## src/drpl_pkg.sv

```systemverilog
// Package for the reference priority and lock configuration block
package drpl_pkg;
    // Register indices; the byte address on the bus is four times the index
    localparam logic [13:0] IDX_RANK_A = 14'h0615;
    localparam logic [13:0] IDX_RANK_B = 14'h0616;
    localparam logic [13:0] IDX_RANK_C = 14'h0617;
    localparam logic [13:0] IDX_RANK_D = 14'h0618;
    localparam logic [13:0] IDX_RANK_E = 14'h0619;
    localparam logic [13:0] IDX_LOCK_WIN = 14'h061D;
    localparam logic [13:0] IDX_LOCK_PER = 14'h061E;
    localparam logic [13:0] IDX_SEL_CTRL = 14'h0630;
    localparam logic [13:0] IDX_SEL_STAT = 14'h0631;
    // Reset values
    localparam logic [7:0] RST_RANK_A = 8'h10;
    localparam logic [7:0] RST_RANK_B = 8'h32;
    localparam logic [7:0] RST_RANK_C = 8'h54;
    localparam logic [7:0] RST_RANK_D = 8'h76;
    localparam logic [7:0] RST_RANK_E = 8'h98;
    localparam logic [7:0] RST_LOCK_WIN = 8'h92;
    localparam logic [7:0] RST_LOCK_PER = 8'h80;
    localparam logic [7:0] RST_SEL_CTRL = 8'h01;
    // Field positions
    localparam int CTRL_AUTO_BIT = 0;
    localparam int CTRL_MAN_LSB = 4;
    localparam int STAT_VALID_BIT = 4;
    localparam int STAT_LOCK_BIT = 5;
    // Priority codes
    localparam logic [3:0] PRIO_BEST = 4'h0;
    localparam logic [3:0] PRIO_WORST = 4'hE;
    localparam logic [3:0] PRIO_OFF = 4'hF;
    // Log-encoded spans
    localparam logic [7:0] WIN_MAX = 8'hA0;
    localparam logic [7:0] PER_MIN = 8'h56;
    localparam logic [7:0] PER_MAX = 8'hC0;
    localparam int LOG_STEPS = 32;
    // Time base for the observation counter
    localparam int CLK_HZ = 100_000_000;
    localparam int TICK_NS = 1000;
    localparam int TICK_CYCLES = CLK_HZ / 1_000_000 * TICK_NS / 1000;
    localparam logic [1:0] RESP_OKAY = 2'b00;
    localparam logic [1:0] RESP_SLVERR = 2'b10;
endpackage

```

## src/drpl_ref_select.sv

```systemverilog
// Reference priority selection and lock declaration with an AXI4-Lite register slave
`timescale 1ns/1ps
module drpl_ref_select
#(
    parameter int NUM_REFS = 10,
    parameter int ADDR_W = 16
)
(
    input wire logic aclk,
    input wire logic aresetn,
    input wire logic [ADDR_W-1:0] s_axi_awaddr,
    input wire logic [2:0] s_axi_awprot,
    input wire logic s_axi_awvalid,
    output logic s_axi_awready,
    input wire logic [31:0] s_axi_wdata,
    input wire logic [3:0] s_axi_wstrb,
    input wire logic s_axi_wvalid,
    output logic s_axi_wready,
    output logic [1:0] s_axi_bresp,
    output logic s_axi_bvalid,
    input wire logic s_axi_bready,
    input wire logic [ADDR_W-1:0] s_axi_araddr,
    input wire logic [2:0] s_axi_arprot,
    input wire logic s_axi_arvalid,
    output logic s_axi_arready,
    output logic [31:0] s_axi_rdata,
    output logic [1:0] s_axi_rresp,
    output logic s_axi_rvalid,
    input wire logic s_axi_rready,
    input wire logic [NUM_REFS-1:0] ref_qualified,
    input wire logic phase_valid,
    input wire logic [7:0] phase_err_code,
    output logic [3:0] sel_ref,
    output logic sel_valid,
    output logic dpll_locked
);
    localparam int NPAIR = (NUM_REFS + 1) / 2;

    ////////////////////////////////////////////////////////////////////////////
    // Register storage
    logic [7:0] rank_ff [NPAIR];
    logic [7:0] win_ff;
    logic [7:0] per_ff;
    logic [7:0] ctrl_ff;
    logic [3:0] sel_ff;
    logic valid_ff;
    logic lock_ff;
    logic aw_got_ff;
    logic w_got_ff;
    logic [ADDR_W-1:0] awaddr_ff;
    logic [31:0] wdata_ff;
    logic wstrb0_ff;
    logic bvalid_ff;
    logic [1:0] bresp_ff;
    logic rvalid_ff;
    logic [31:0] rdata_ff;
    logic [1:0] rresp_ff;

    // Priority of reference i: even refs in the low nibble, odd in the high
    function automatic logic [3:0] prio_of(input logic [7:0] pair, input int i);
        prio_of = i[0] ? pair[7:4] : pair[3:0];
    endfunction

    // Map a byte address to a register slot; 4'hF means unmapped
    function automatic logic [3:0] decode(input logic [ADDR_W-1:0] addr);
        logic [13:0] idx;
        idx = 14'(addr >> 2);
        decode = 4'hF;
        if (addr[1:0] == 2'b00)
        begin
            for (int p = 0; p < NPAIR; p++)
            begin
                if (idx == drpl_pkg::IDX_RANK_A + 14'(p))
                begin
                    decode = 4'(p);
                end
            end
            if (idx == drpl_pkg::IDX_LOCK_WIN)
                decode = 4'h8;
            if (idx == drpl_pkg::IDX_LOCK_PER)
                decode = 4'h9;
            if (idx == drpl_pkg::IDX_SEL_CTRL)
                decode = 4'hA;
            if (idx == drpl_pkg::IDX_SEL_STAT)
                decode = 4'hB;
        end
    endfunction

    // Ten-power multiplier for the decade of a log code
    function automatic logic [33:0] decade(input logic [2:0] d);
        case (d)
            3'd0: decade = 34'd1;
            3'd1: decade = 34'd10;
            3'd2: decade = 34'd100;
            3'd3: decade = 34'd1000;
            3'd4: decade = 34'd10000;
            3'd5: decade = 34'd100000;
            default: decade = 34'd1000000;
        endcase
    endfunction

    ////////////////////////////////////////////////////////////////////////////
    // AXI4-Lite write path: address and data taken in either order
    logic [3:0] wslot;
    logic do_write;
    assign s_axi_awready = !aw_got_ff && !bvalid_ff;
    assign s_axi_wready = !w_got_ff && !bvalid_ff;
    assign s_axi_bvalid = bvalid_ff;
    assign s_axi_bresp = bresp_ff;
    assign wslot = decode(awaddr_ff);
    assign do_write = aw_got_ff && w_got_ff && !bvalid_ff;

    always_ff @(posedge aclk)
    begin
        if (!aresetn)
        begin
            aw_got_ff <= 1'b0;
            w_got_ff <= 1'b0;
            bvalid_ff <= 1'b0;
            bresp_ff <= drpl_pkg::RESP_OKAY;
            awaddr_ff <= '0;
            wdata_ff <= '0;
            wstrb0_ff <= 1'b0;
        end
        else
        begin
            if (s_axi_awvalid && s_axi_awready)
            begin
                aw_got_ff <= 1'b1;
                awaddr_ff <= s_axi_awaddr;
            end
            if (s_axi_wvalid && s_axi_wready)
            begin
                w_got_ff <= 1'b1;
                wdata_ff <= s_axi_wdata;
                wstrb0_ff <= s_axi_wstrb[0];
            end
            if (do_write)
            begin
                aw_got_ff <= 1'b0;
                w_got_ff <= 1'b0;
                bvalid_ff <= 1'b1;
                // Status word is read-only, so a write to it is refused too
                bresp_ff <= (wslot > 4'hA) ? drpl_pkg::RESP_SLVERR : drpl_pkg::RESP_OKAY;
            end
            else if (bvalid_ff && s_axi_bready)
            begin
                bvalid_ff <= 1'b0;
            end
        end
    end

    // Configuration registers; only byte lane 0 carries data
    always_ff @(posedge aclk)
    begin
        if (!aresetn)
        begin
            rank_ff[0] <= drpl_pkg::RST_RANK_A;
            rank_ff[1] <= drpl_pkg::RST_RANK_B;
            rank_ff[2] <= drpl_pkg::RST_RANK_C;
            rank_ff[3] <= drpl_pkg::RST_RANK_D;
            rank_ff[4] <= drpl_pkg::RST_RANK_E;
            win_ff <= drpl_pkg::RST_LOCK_WIN;
            per_ff <= drpl_pkg::RST_LOCK_PER;
            ctrl_ff <= drpl_pkg::RST_SEL_CTRL;
        end
        else if (do_write && wstrb0_ff)
        begin
            // Codes outside the documented span are stored as written; the
            // period code is clipped at PER_MAX rather than policing software
            case (wslot)
                4'h0, 4'h1, 4'h2, 4'h3, 4'h4: rank_ff[wslot[2:0]] <= wdata_ff[7:0];
                4'h8: win_ff <= wdata_ff[7:0];
                4'h9: per_ff <= wdata_ff[7:0];
                4'hA: ctrl_ff <= wdata_ff[7:0];
                default: ;
            endcase
        end
    end

    ////////////////////////////////////////////////////////////////////////////
    // AXI4-Lite read path, one cycle from address to data
    logic [3:0] rslot;
    logic [7:0] rbyte;
    assign s_axi_arready = !rvalid_ff;
    assign s_axi_rvalid = rvalid_ff;
    assign s_axi_rdata = rdata_ff;
    assign s_axi_rresp = rresp_ff;
    assign rslot = decode(s_axi_araddr);

    always_comb
    begin
        case (rslot)
            4'h0, 4'h1, 4'h2, 4'h3, 4'h4: rbyte = rank_ff[rslot[2:0]];
            4'h8: rbyte = win_ff;
            4'h9: rbyte = per_ff;
            4'hA: rbyte = ctrl_ff;
            4'hB: rbyte = {2'b00, lock_ff, valid_ff, sel_ff};
            default: rbyte = 8'h00;
        endcase
    end

    always_ff @(posedge aclk)
    begin
        if (!aresetn)
        begin
            rvalid_ff <= 1'b0;
            rdata_ff <= '0;
            rresp_ff <= drpl_pkg::RESP_OKAY;
        end
        else if (s_axi_arvalid && s_axi_arready)
        begin
            rvalid_ff <= 1'b1;
            rdata_ff <= {24'h00_0000, rbyte};
            rresp_ff <= (rslot == 4'hF) ? drpl_pkg::RESP_SLVERR : drpl_pkg::RESP_OKAY;
        end
        else if (rvalid_ff && s_axi_rready)
        begin
            rvalid_ff <= 1'b0;
        end
    end

    ////////////////////////////////////////////////////////////////////////////
    // Best qualified reference: strict compare keeps the lowest index on ties
    logic [3:0] best_code;
    logic [3:0] best_idx;
    logic found;
    logic [3:0] cur_code;
    logic keep;
    logic [3:0] man_ref;
    logic [3:0] nxt_sel;
    logic nxt_valid;

    always_comb
    begin
        best_code = drpl_pkg::PRIO_OFF;
        best_idx = 4'h0;
        found = 1'b0;
        for (int i = 0; i < NUM_REFS; i++)
        begin
            // Code 1111 never enters the race smaller code wins
            if (ref_qualified[i] && prio_of(rank_ff[i/2], i) != drpl_pkg::PRIO_OFF
                && prio_of(rank_ff[i/2], i) < best_code)
            begin
                best_code = prio_of(rank_ff[i/2], i);
                best_idx = 4'(i);
                found = 1'b1;
            end
        end
    end

    // Current reference stays when still qualified and no better rank exists
    assign cur_code = prio_of(rank_ff[sel_ff[3:1]], int'(sel_ff));
    // A disabled current code must not match an empty race, hence found
    assign keep = valid_ff && found && ref_qualified[sel_ff] && cur_code == best_code;
    assign man_ref = ctrl_ff[drpl_pkg::CTRL_MAN_LSB +: 4];

    always_comb
    begin
        nxt_sel = sel_ff;
        nxt_valid = 1'b0;
        if (!ctrl_ff[drpl_pkg::CTRL_AUTO_BIT])
        begin
            // Manual mode tracks the forced input whenever it is qualified
            if (man_ref < 4'(NUM_REFS))
            begin
                nxt_sel = man_ref;
                nxt_valid = ref_qualified[man_ref];
            end
        end
        else if (keep)
        begin
            nxt_valid = 1'b1;
        end
        else if (found)
        begin
            nxt_sel = best_idx;
            nxt_valid = 1'b1;
        end
    end

    always_ff @(posedge aclk)
    begin
        if (!aresetn)
        begin
            sel_ff <= 4'h0;
            valid_ff <= 1'b0;
        end
        else
        begin
            sel_ff <= nxt_sel;
            valid_ff <= nxt_valid;
        end
    end
    assign sel_ref = sel_ff;
    assign sel_valid = valid_ff;

    ////////////////////////////////////////////////////////////////////////////
    // Lock observation: period in microseconds is mantissa times decade
    localparam logic [13:0] MANT [drpl_pkg::LOG_STEPS] = '{
        14'd1000, 14'd1075, 14'd1155, 14'd1241, 14'd1334, 14'd1433, 14'd1540, 14'd1655,
        14'd1778, 14'd1911, 14'd2054, 14'd2207, 14'd2371, 14'd2548, 14'd2738, 14'd2943,
        14'd3162, 14'd3398, 14'd3652, 14'd3924, 14'd4217, 14'd4532, 14'd4870, 14'd5233,
        14'd5623, 14'd6043, 14'd6494, 14'd6978, 14'd7499, 14'd8058, 14'd8660, 14'd9306};
    logic [6:0] tick_cnt_ff;
    logic tick;
    logic [33:0] obs_cnt_ff;
    logic [33:0] obs_limit;
    logic [3:0] prev_sel_ff;
    logic restart;
    logic [7:0] per_clip;

    // A code above the span is clipped so the period stays at the one for PER_MAX
    assign per_clip = (per_ff > drpl_pkg::PER_MAX) ? drpl_pkg::PER_MAX : per_ff;
    assign obs_limit = 34'(34'(MANT[per_clip[4:0]]) * decade(per_clip[7:5]));
    assign tick = tick_cnt_ff == 7'(drpl_pkg::TICK_CYCLES - 1);
    // Window exceeded or reference changed: the whole period starts again
    assign restart = !valid_ff || sel_ff != prev_sel_ff
        || (phase_valid && phase_err_code > win_ff);

    always_ff @(posedge aclk)
    begin
        if (!aresetn)
            tick_cnt_ff <= 7'd0;
        else
            tick_cnt_ff <= tick ? 7'd0 : tick_cnt_ff + 7'd1;
    end

    always_ff @(posedge aclk)
    begin
        if (!aresetn)
        begin
            obs_cnt_ff <= '0;
            lock_ff <= 1'b0;
            prev_sel_ff <= 4'h0;
        end
        else
        begin
            prev_sel_ff <= sel_ff;
            if (restart)
            begin
                obs_cnt_ff <= '0;
                lock_ff <= 1'b0;
            end
            else if (obs_cnt_ff >= obs_limit)
            begin
                lock_ff <= 1'b1;
            end
            else if (tick)
            begin
                obs_cnt_ff <= obs_cnt_ff + 34'd1;
            end
        end
    end
    assign dpll_locked = lock_ff;

    ////////////////////////////////////////////////////////////////////////////
    // Checks
    // A rewrite to 1111 may leave the old choice standing for one cycle only
    a_off_never_sel: assert property (@(posedge aclk) disable iff (!aresetn)
        valid_ff && ctrl_ff[0] && cur_code == drpl_pkg::PRIO_OFF
        |=> !valid_ff || sel_ff != $past(sel_ff))
        else $error("Disabled reference is selected");
    a_better_takes: assert property (@(posedge aclk) disable iff (!aresetn)
        ctrl_ff[0] && found && (!valid_ff || best_code < cur_code) |=> sel_ff == $past(best_idx))
        else $error("Better reference not taken");
    a_equal_kept: assert property (@(posedge aclk) disable iff (!aresetn)
        ctrl_ff[0] && keep |=> sel_ff == $past(sel_ff) && valid_ff)
        else $error("Equal rank displaced selection");
    a_rank_order: assert property (@(posedge aclk) disable iff (!aresetn)
        found |-> best_code <= drpl_pkg::PRIO_WORST)
        else $error("Winning code outside ranked span");
    a_hold_none: assert property (@(posedge aclk) disable iff (!aresetn)
        ctrl_ff[0] && !found |=> !valid_ff)
        else $error("Selection valid with nothing qualified");
    a_win_reset: assert property (@(posedge aclk)
        !aresetn |=> win_ff == 8'h92 && per_ff == 8'h80)
        else $error("Lock thresholds wrong after reset");
    a_lock_drop: assert property (@(posedge aclk) disable iff (!aresetn)
        phase_valid && phase_err_code > win_ff |=> !lock_ff && obs_cnt_ff == 34'd0)
        else $error("Lock held past window excess");
    a_lock_needs: assert property (@(posedge aclk) disable iff (!aresetn)
        $rose(lock_ff) |-> $past(obs_cnt_ff) >= $past(obs_limit) && valid_ff)
        else $error("Lock declared before period elapsed");
    a_pair_map: assert property (@(posedge aclk) disable iff (!aresetn)
        found && best_idx == 4'd3 |-> best_code == rank_ff[1][7:4])
        else $error("Priority nibble mapping wrong");
    a_rank_used: assert property (@(posedge aclk) disable iff (!aresetn)
        found |-> ref_qualified[best_idx]
        && prio_of(rank_ff[best_idx[3:1]], int'(best_idx)) == best_code)
        else $error("Best reference not ranked by its own field");
    a_bresp_next: assert property (@(posedge aclk) disable iff (!aresetn)
        do_write |=> s_axi_bvalid)
        else $error("Write response missing");
endmodule

```

## config.mk

```make
export PLATFORM = sky130hd
export DESIGN_NAME = drpl_ref_select
export DESIGN_NICKNAME = d
export VERILOG_FILES = /design/src/drpl_pkg.sv /design/src/drpl_ref_select.sv
export SDC_FILE = /design/constraint.sdc
export NUM_CORES = 1
export LEC_CHECK = 0
export BUFFER_PORTS_ARGS = -buffer_cell sky130_fd_sc_hd__buf_2
export CORE_UTILIZATION = 57
export CTS_CLUSTER_SIZE = 10
export DETAILED_ROUTE_END_ITERATION = 8
export PLACE_DENSITY = 0.91
export SYNTH_ARGS = -nofsm -noshare
export SYNTH_HDL_FRONTEND = slang
export SYNTH_SLANG_ARGS = --single-unit
```

## constraint.sdc

```tcl
create_clock -name aclk -period 12.9 [get_ports aclk]
set_clock_uncertainty 0.2 [all_clocks]
set_input_delay 0.645 -clock aclk [delete_from_list [all_inputs] [get_ports aclk]]
set_output_delay 0.645 -clock aclk [all_outputs]
set_load 0.02 [all_outputs]
```

==> qor.log <==
INFO  status         run_status=complete, but fails checks
INFO  status         failing_checks=DRC
INFO  placed_design  port-buffer-count=87
INFO  floorplan      floorplan.die.width=192microns
INFO  critical_path  cpMaxStageDelayCell=sky130_fd_sc_hd__or4_1
INFO  power_and_ir_drop fin_total_pwr=1850uW
INFO  synthesis      synth_cell_types=99
INFO  final_layout   diodes=0
INFO  synthesis      syn_area_per_cell=8.82squm
INFO  global_routing globalRouteOverflowTotal=0
INFO  route          detail_route.iter0.violations=1906
INFO  sta            clock.fmax=0.0798GHz
INFO  route          wirelength_met1=21100microns
INFO  synthesis      yosys.area_share.simple=19.9%
INFO  final_layout   drive_above_1_share=14.2%
INFO  run            drv.max_cap_violation_count=0
INFO  route          dr.max_layer_used=met5
INFO  final_layout   flow.area_growth_from_synthesis=12.4%
INFO  final_layout   num-nets-final=2982
INFO  power_and_ir_drop p_leak=0.0106uW
INFO  critical_path  bufs_and_invs_on_worst_path=7
INFO  final_layout   fillCellCount=2709
INFO  placed_design  routabilityCongestion=1.08
INFO  synthesis      synth_top_family_by_area=adder cells
INFO  cts            clk_latency=440ps
INFO  synthesis      postSynth.asyncResetShare=0%
INFO  critical_path  setup.worst_path.end_class=register
INFO  worst_hold_path timing.hold.worst.class=primary input to register
INFO  route          wire_per_inst=18.9microns
INFO  synthesis      synth_largest_area_cell=sky130_fd_sc_hd__fa_1
INFO  synthesis      synthDominantCellAreaShare=18.2%
INFO  sta            setup_viol=0
INFO  floorplan      initial_core_util=57.7%
INFO  synthesis      synth.area.mux_share=4.98%
INFO  route          drt_first_pass_iters=9
INFO  critical_path  startpoint_type=register
INFO  route          viasPerCell=6.03
INFO  critical_path  worst-setup-path-type=register to register
INFO  cts            cts_sinks=181
INFO  placed_design  hpwlAfterDp=43800microns
INFO  floorplan      io_pins=147
INFO  route          met2RoutedLength=26700microns
INFO  synthesis      synthTopCellsByArea=sky130_fd_sc_hd__fa_1, sky130_fd_sc_hd__ha_1, sky130_fd_sc_hd__dfxtp_1
INFO  floorplan      design.core.area=35500squm
INFO  cts            max_buffers_root_to_sink=2
INFO  power_and_ir_drop max-vdd-ir-drop=0.100mV
INFO  global_routing grt_pass1_vias=17700
INFO  route          routed_wirelength=56200microns
INFO  final_layout   layout_common_cells=sky130_fd_sc_hd__inv_1, sky130_fd_sc_hd__nand2_1, sky130_fd_sc_hd__nor2_1
INFO  placed_design  cell_area_after_placement=21900squm
INFO  sta            max-slew-margin-rel=15.1%
INFO  synthesis      synth_flop_cell=sky130_fd_sc_hd__dfxtp_1
INFO  global_routing grt_util_all_layers=31.1%
INFO  cts            cts-buffers-inserted=17
INFO  critical_path  critical_path_peak_fanout=7
INFO  cts            clk_root_buffer_cell=sky130_fd_sc_hd__clkbuf_16
INFO  synthesis      synth_cells=2322
INFO  sta            maxSlewViolCount=0
INFO  critical_path  crit_path_max_incr_delay=560ps
INFO  sta            period_share=97.2%
INFO  sta            final_min_period=12540ps
INFO  critical_path  rrSetupSlack=360ps
INFO  floorplan      dieArea=36700squm
INFO  power_and_ir_drop pwr_density_cell=80.1nW/um^2
INFO  final_layout   final_area=23000squm
INFO  synthesis      ys_warn_count=0
INFO  global_routing grt_first_pass_wirelength=89800microns
INFO  global_routing antenna_violations_before_repair=2
INFO  sta            worst_pin_slew=1270ps
INFO  cts            clock_slew_at_the_register_clock_pins_of_the_worst_setup_and_hold_paths=80ps
INFO  critical_path  critical_path_arrival=12640ps
INFO  route          vias=18000
INFO  floorplan      die_h=192microns
INFO  critical_path  worstPathRequired=13010ps
INFO  synthesis      syn-cell-area=20500squm
INFO  synthesis      synth_seq_area_share=20.8%
INFO  critical_path  worst_path_dominant_cell_family=simple AND/OR/NAND/NOR gates
INFO  synthesis      yosys.area_share.xor_xnor=2.95%
INFO  route          detailroute.wirelength.met3=6250microns
INFO  final_layout   layout.cells.most_common=sky130_fd_sc_hd__inv_1
INFO  synthesis      synth_enable_flop_cells=64
INFO  cts            tritoncts_clock_tree=yes
INFO  synthesis      yosys.area_share.adder=30.2%
INFO  synthesis      post_synthesis_compound_gate_area_fraction=13.3%
INFO  global_routing grt_start_max_net_pins=85
INFO  route          drc_errors=2
INFO  synthesis      synth-seq-cells=181
INFO  critical_path  critical-path-top-cell-by-count=sky130_fd_sc_hd__ha_1
INFO  sta            report.final.hold_viol_count=0
INFO  route          drtAntennaViolNets=0
INFO  floorplan      num_rows=69
INFO  cts            htree_levels=4
-- metal layers --
layer | vias to the layer above | global-route usage (%)
met4 | 2 | 11.8
li1 | 8167 | -
met5 | - | 0
met3 | 186 | 7.67
met1 | 8598 | 38.6
met2 | 1021 | 52.0
-- worst register-to-register path: cells and delay by family (launching register included) --
kind / cells / cell delay (ps)
AO/OA/AOI/OAI: 18 / 2950
multiplexers: 5 / 1080
buffers and inverters: 7 / 690
flip-flops: 1 / 430
AND/OR/NAND/NOR: 27 / 5160
adder cells (fa/ha/maj): 9 / 1870
-- what timing repair did --
action | 4_1_cts | 5_1_grt
resized for setup | 7 | 67
setup buffers | 1 | 20
pin swaps | 0 | 20
hold endpoints to repair | 0 | 0
hold buffers | 0 | 0
setup endpoints to repair | 9 | 31
-- through the flow --
stage / setup slack (ps) / utilization [%] / instances / hold WS [ps] / TNS (ps)
6_report: 364 / 64.9 / 2979 / 243 / 0
3_3_place_gp: 0.598 / 61.8 / 2926 / 232 / 0
3_5_place_dp: -486 / 61.8 / 2926 / 249 / -3220
2_1_floorplan: 4.83 / - / 2399 / 218 / 0
4_1_cts: 27.8 / 63.7 / 2959 / 244 / 0
5_1_grt: -166 / 64.9 / 2979 / 246 / -650
-- registers in the layout, indices dropped and copies added, names as in the netlist, 4 cells and up, named ones only --
register and cells:
win_ff 8, s_axi_rdata 8, ctrl_ff 8, obs_cnt_ff 34, sel_ref 4, prev_sel_ff 4
rank_ff 64, awaddr_ff 16, wdata_ff 8, tick_cnt_ff 7, per_ff 8
-- cells in the mapped netlist, types with 21 or more instances --
master,instances
sky130_fd_sc_hd__inv_1,283
sky130_fd_sc_hd__mux2i_1,37
sky130_fd_sc_hd__and2_1,59
sky130_fd_sc_hd__and3_1,23
sky130_fd_sc_hd__dfxtp_1,117
sky130_fd_sc_hd__xor2_1,31
sky130_fd_sc_hd__mux4_2,23
sky130_fd_sc_hd__a21o_1,24
sky130_fd_sc_hd__nor2_1,198
sky130_fd_sc_hd__fa_1,186
sky130_fd_sc_hd__edfxtp_1,64
sky130_fd_sc_hd__xnor2_1,38
sky130_fd_sc_hd__nor3_1,35
sky130_fd_sc_hd__nor2b_1,50
sky130_fd_sc_hd__o21ai_0,71
sky130_fd_sc_hd__a21oi_1,86
sky130_fd_sc_hd__a21boi_0,30
sky130_fd_sc_hd__nand4_1,30
sky130_fd_sc_hd__nand3_1,43
sky130_fd_sc_hd__ha_1,191
sky130_fd_sc_hd__nand2b_1,48
sky130_fd_sc_hd__buf_4,27
sky130_fd_sc_hd__or3_1,21
sky130_fd_sc_hd__nand2_1,262
sky130_fd_sc_hd__clkbuf_1,72
-- logic make-up (layout without fill, tap and decap cells) --
group,Yosys count,in the layout
AO/OA/AOI/OAI,384,384
AND/OR/NAND/NOR,835,835
XOR/XNOR,69,69
flip-flops,181,181
adder cells (fa/ha/maj),385,385
multiplexers,71,71
other,2,79
buffers and inverters,395,514
-- final timing paths --
path / startpoint / end / depth (start not counted)
max reg2reg: rank_ff[0][3] / sel_ref[0] / 66
max: rank_ff[0][3] / sel_ref[0] / 66
min: s_axi_arvalid / s_axi_rvalid / 2
min reg2reg: tick_cnt_ff[0] / tick_cnt_ff[0] / 1
-- layout make-up --
type / instances / area [sq um] / share of cell area [%]
Clock inverter: 14 / 190 / 0.826
Inverter: 284 / 1070 / 4.63
Sequential cell: 181 / 4270 / 18.5
Clock buffer: 18 / 450 / 1.96
Tap cell: 461 / 577 / 2.50
Multi-Input combinational cell: 1823 / 15200 / 66.0
Timing Repair Buffer: 198 / 1270 / 5.52
-- power breakdown --
| part | total (uW) | internal (uW) | switching, uW |
|---|---|---|---|
| sequential | 676 | 618 | 57.5 |
| clock | 553 | 280 | 273 |
| combinational | 617 | 295 | 322 |
| total | 1850 | 1190 | 653 |
Note: power is estimated with default switching activity, not from simulation.
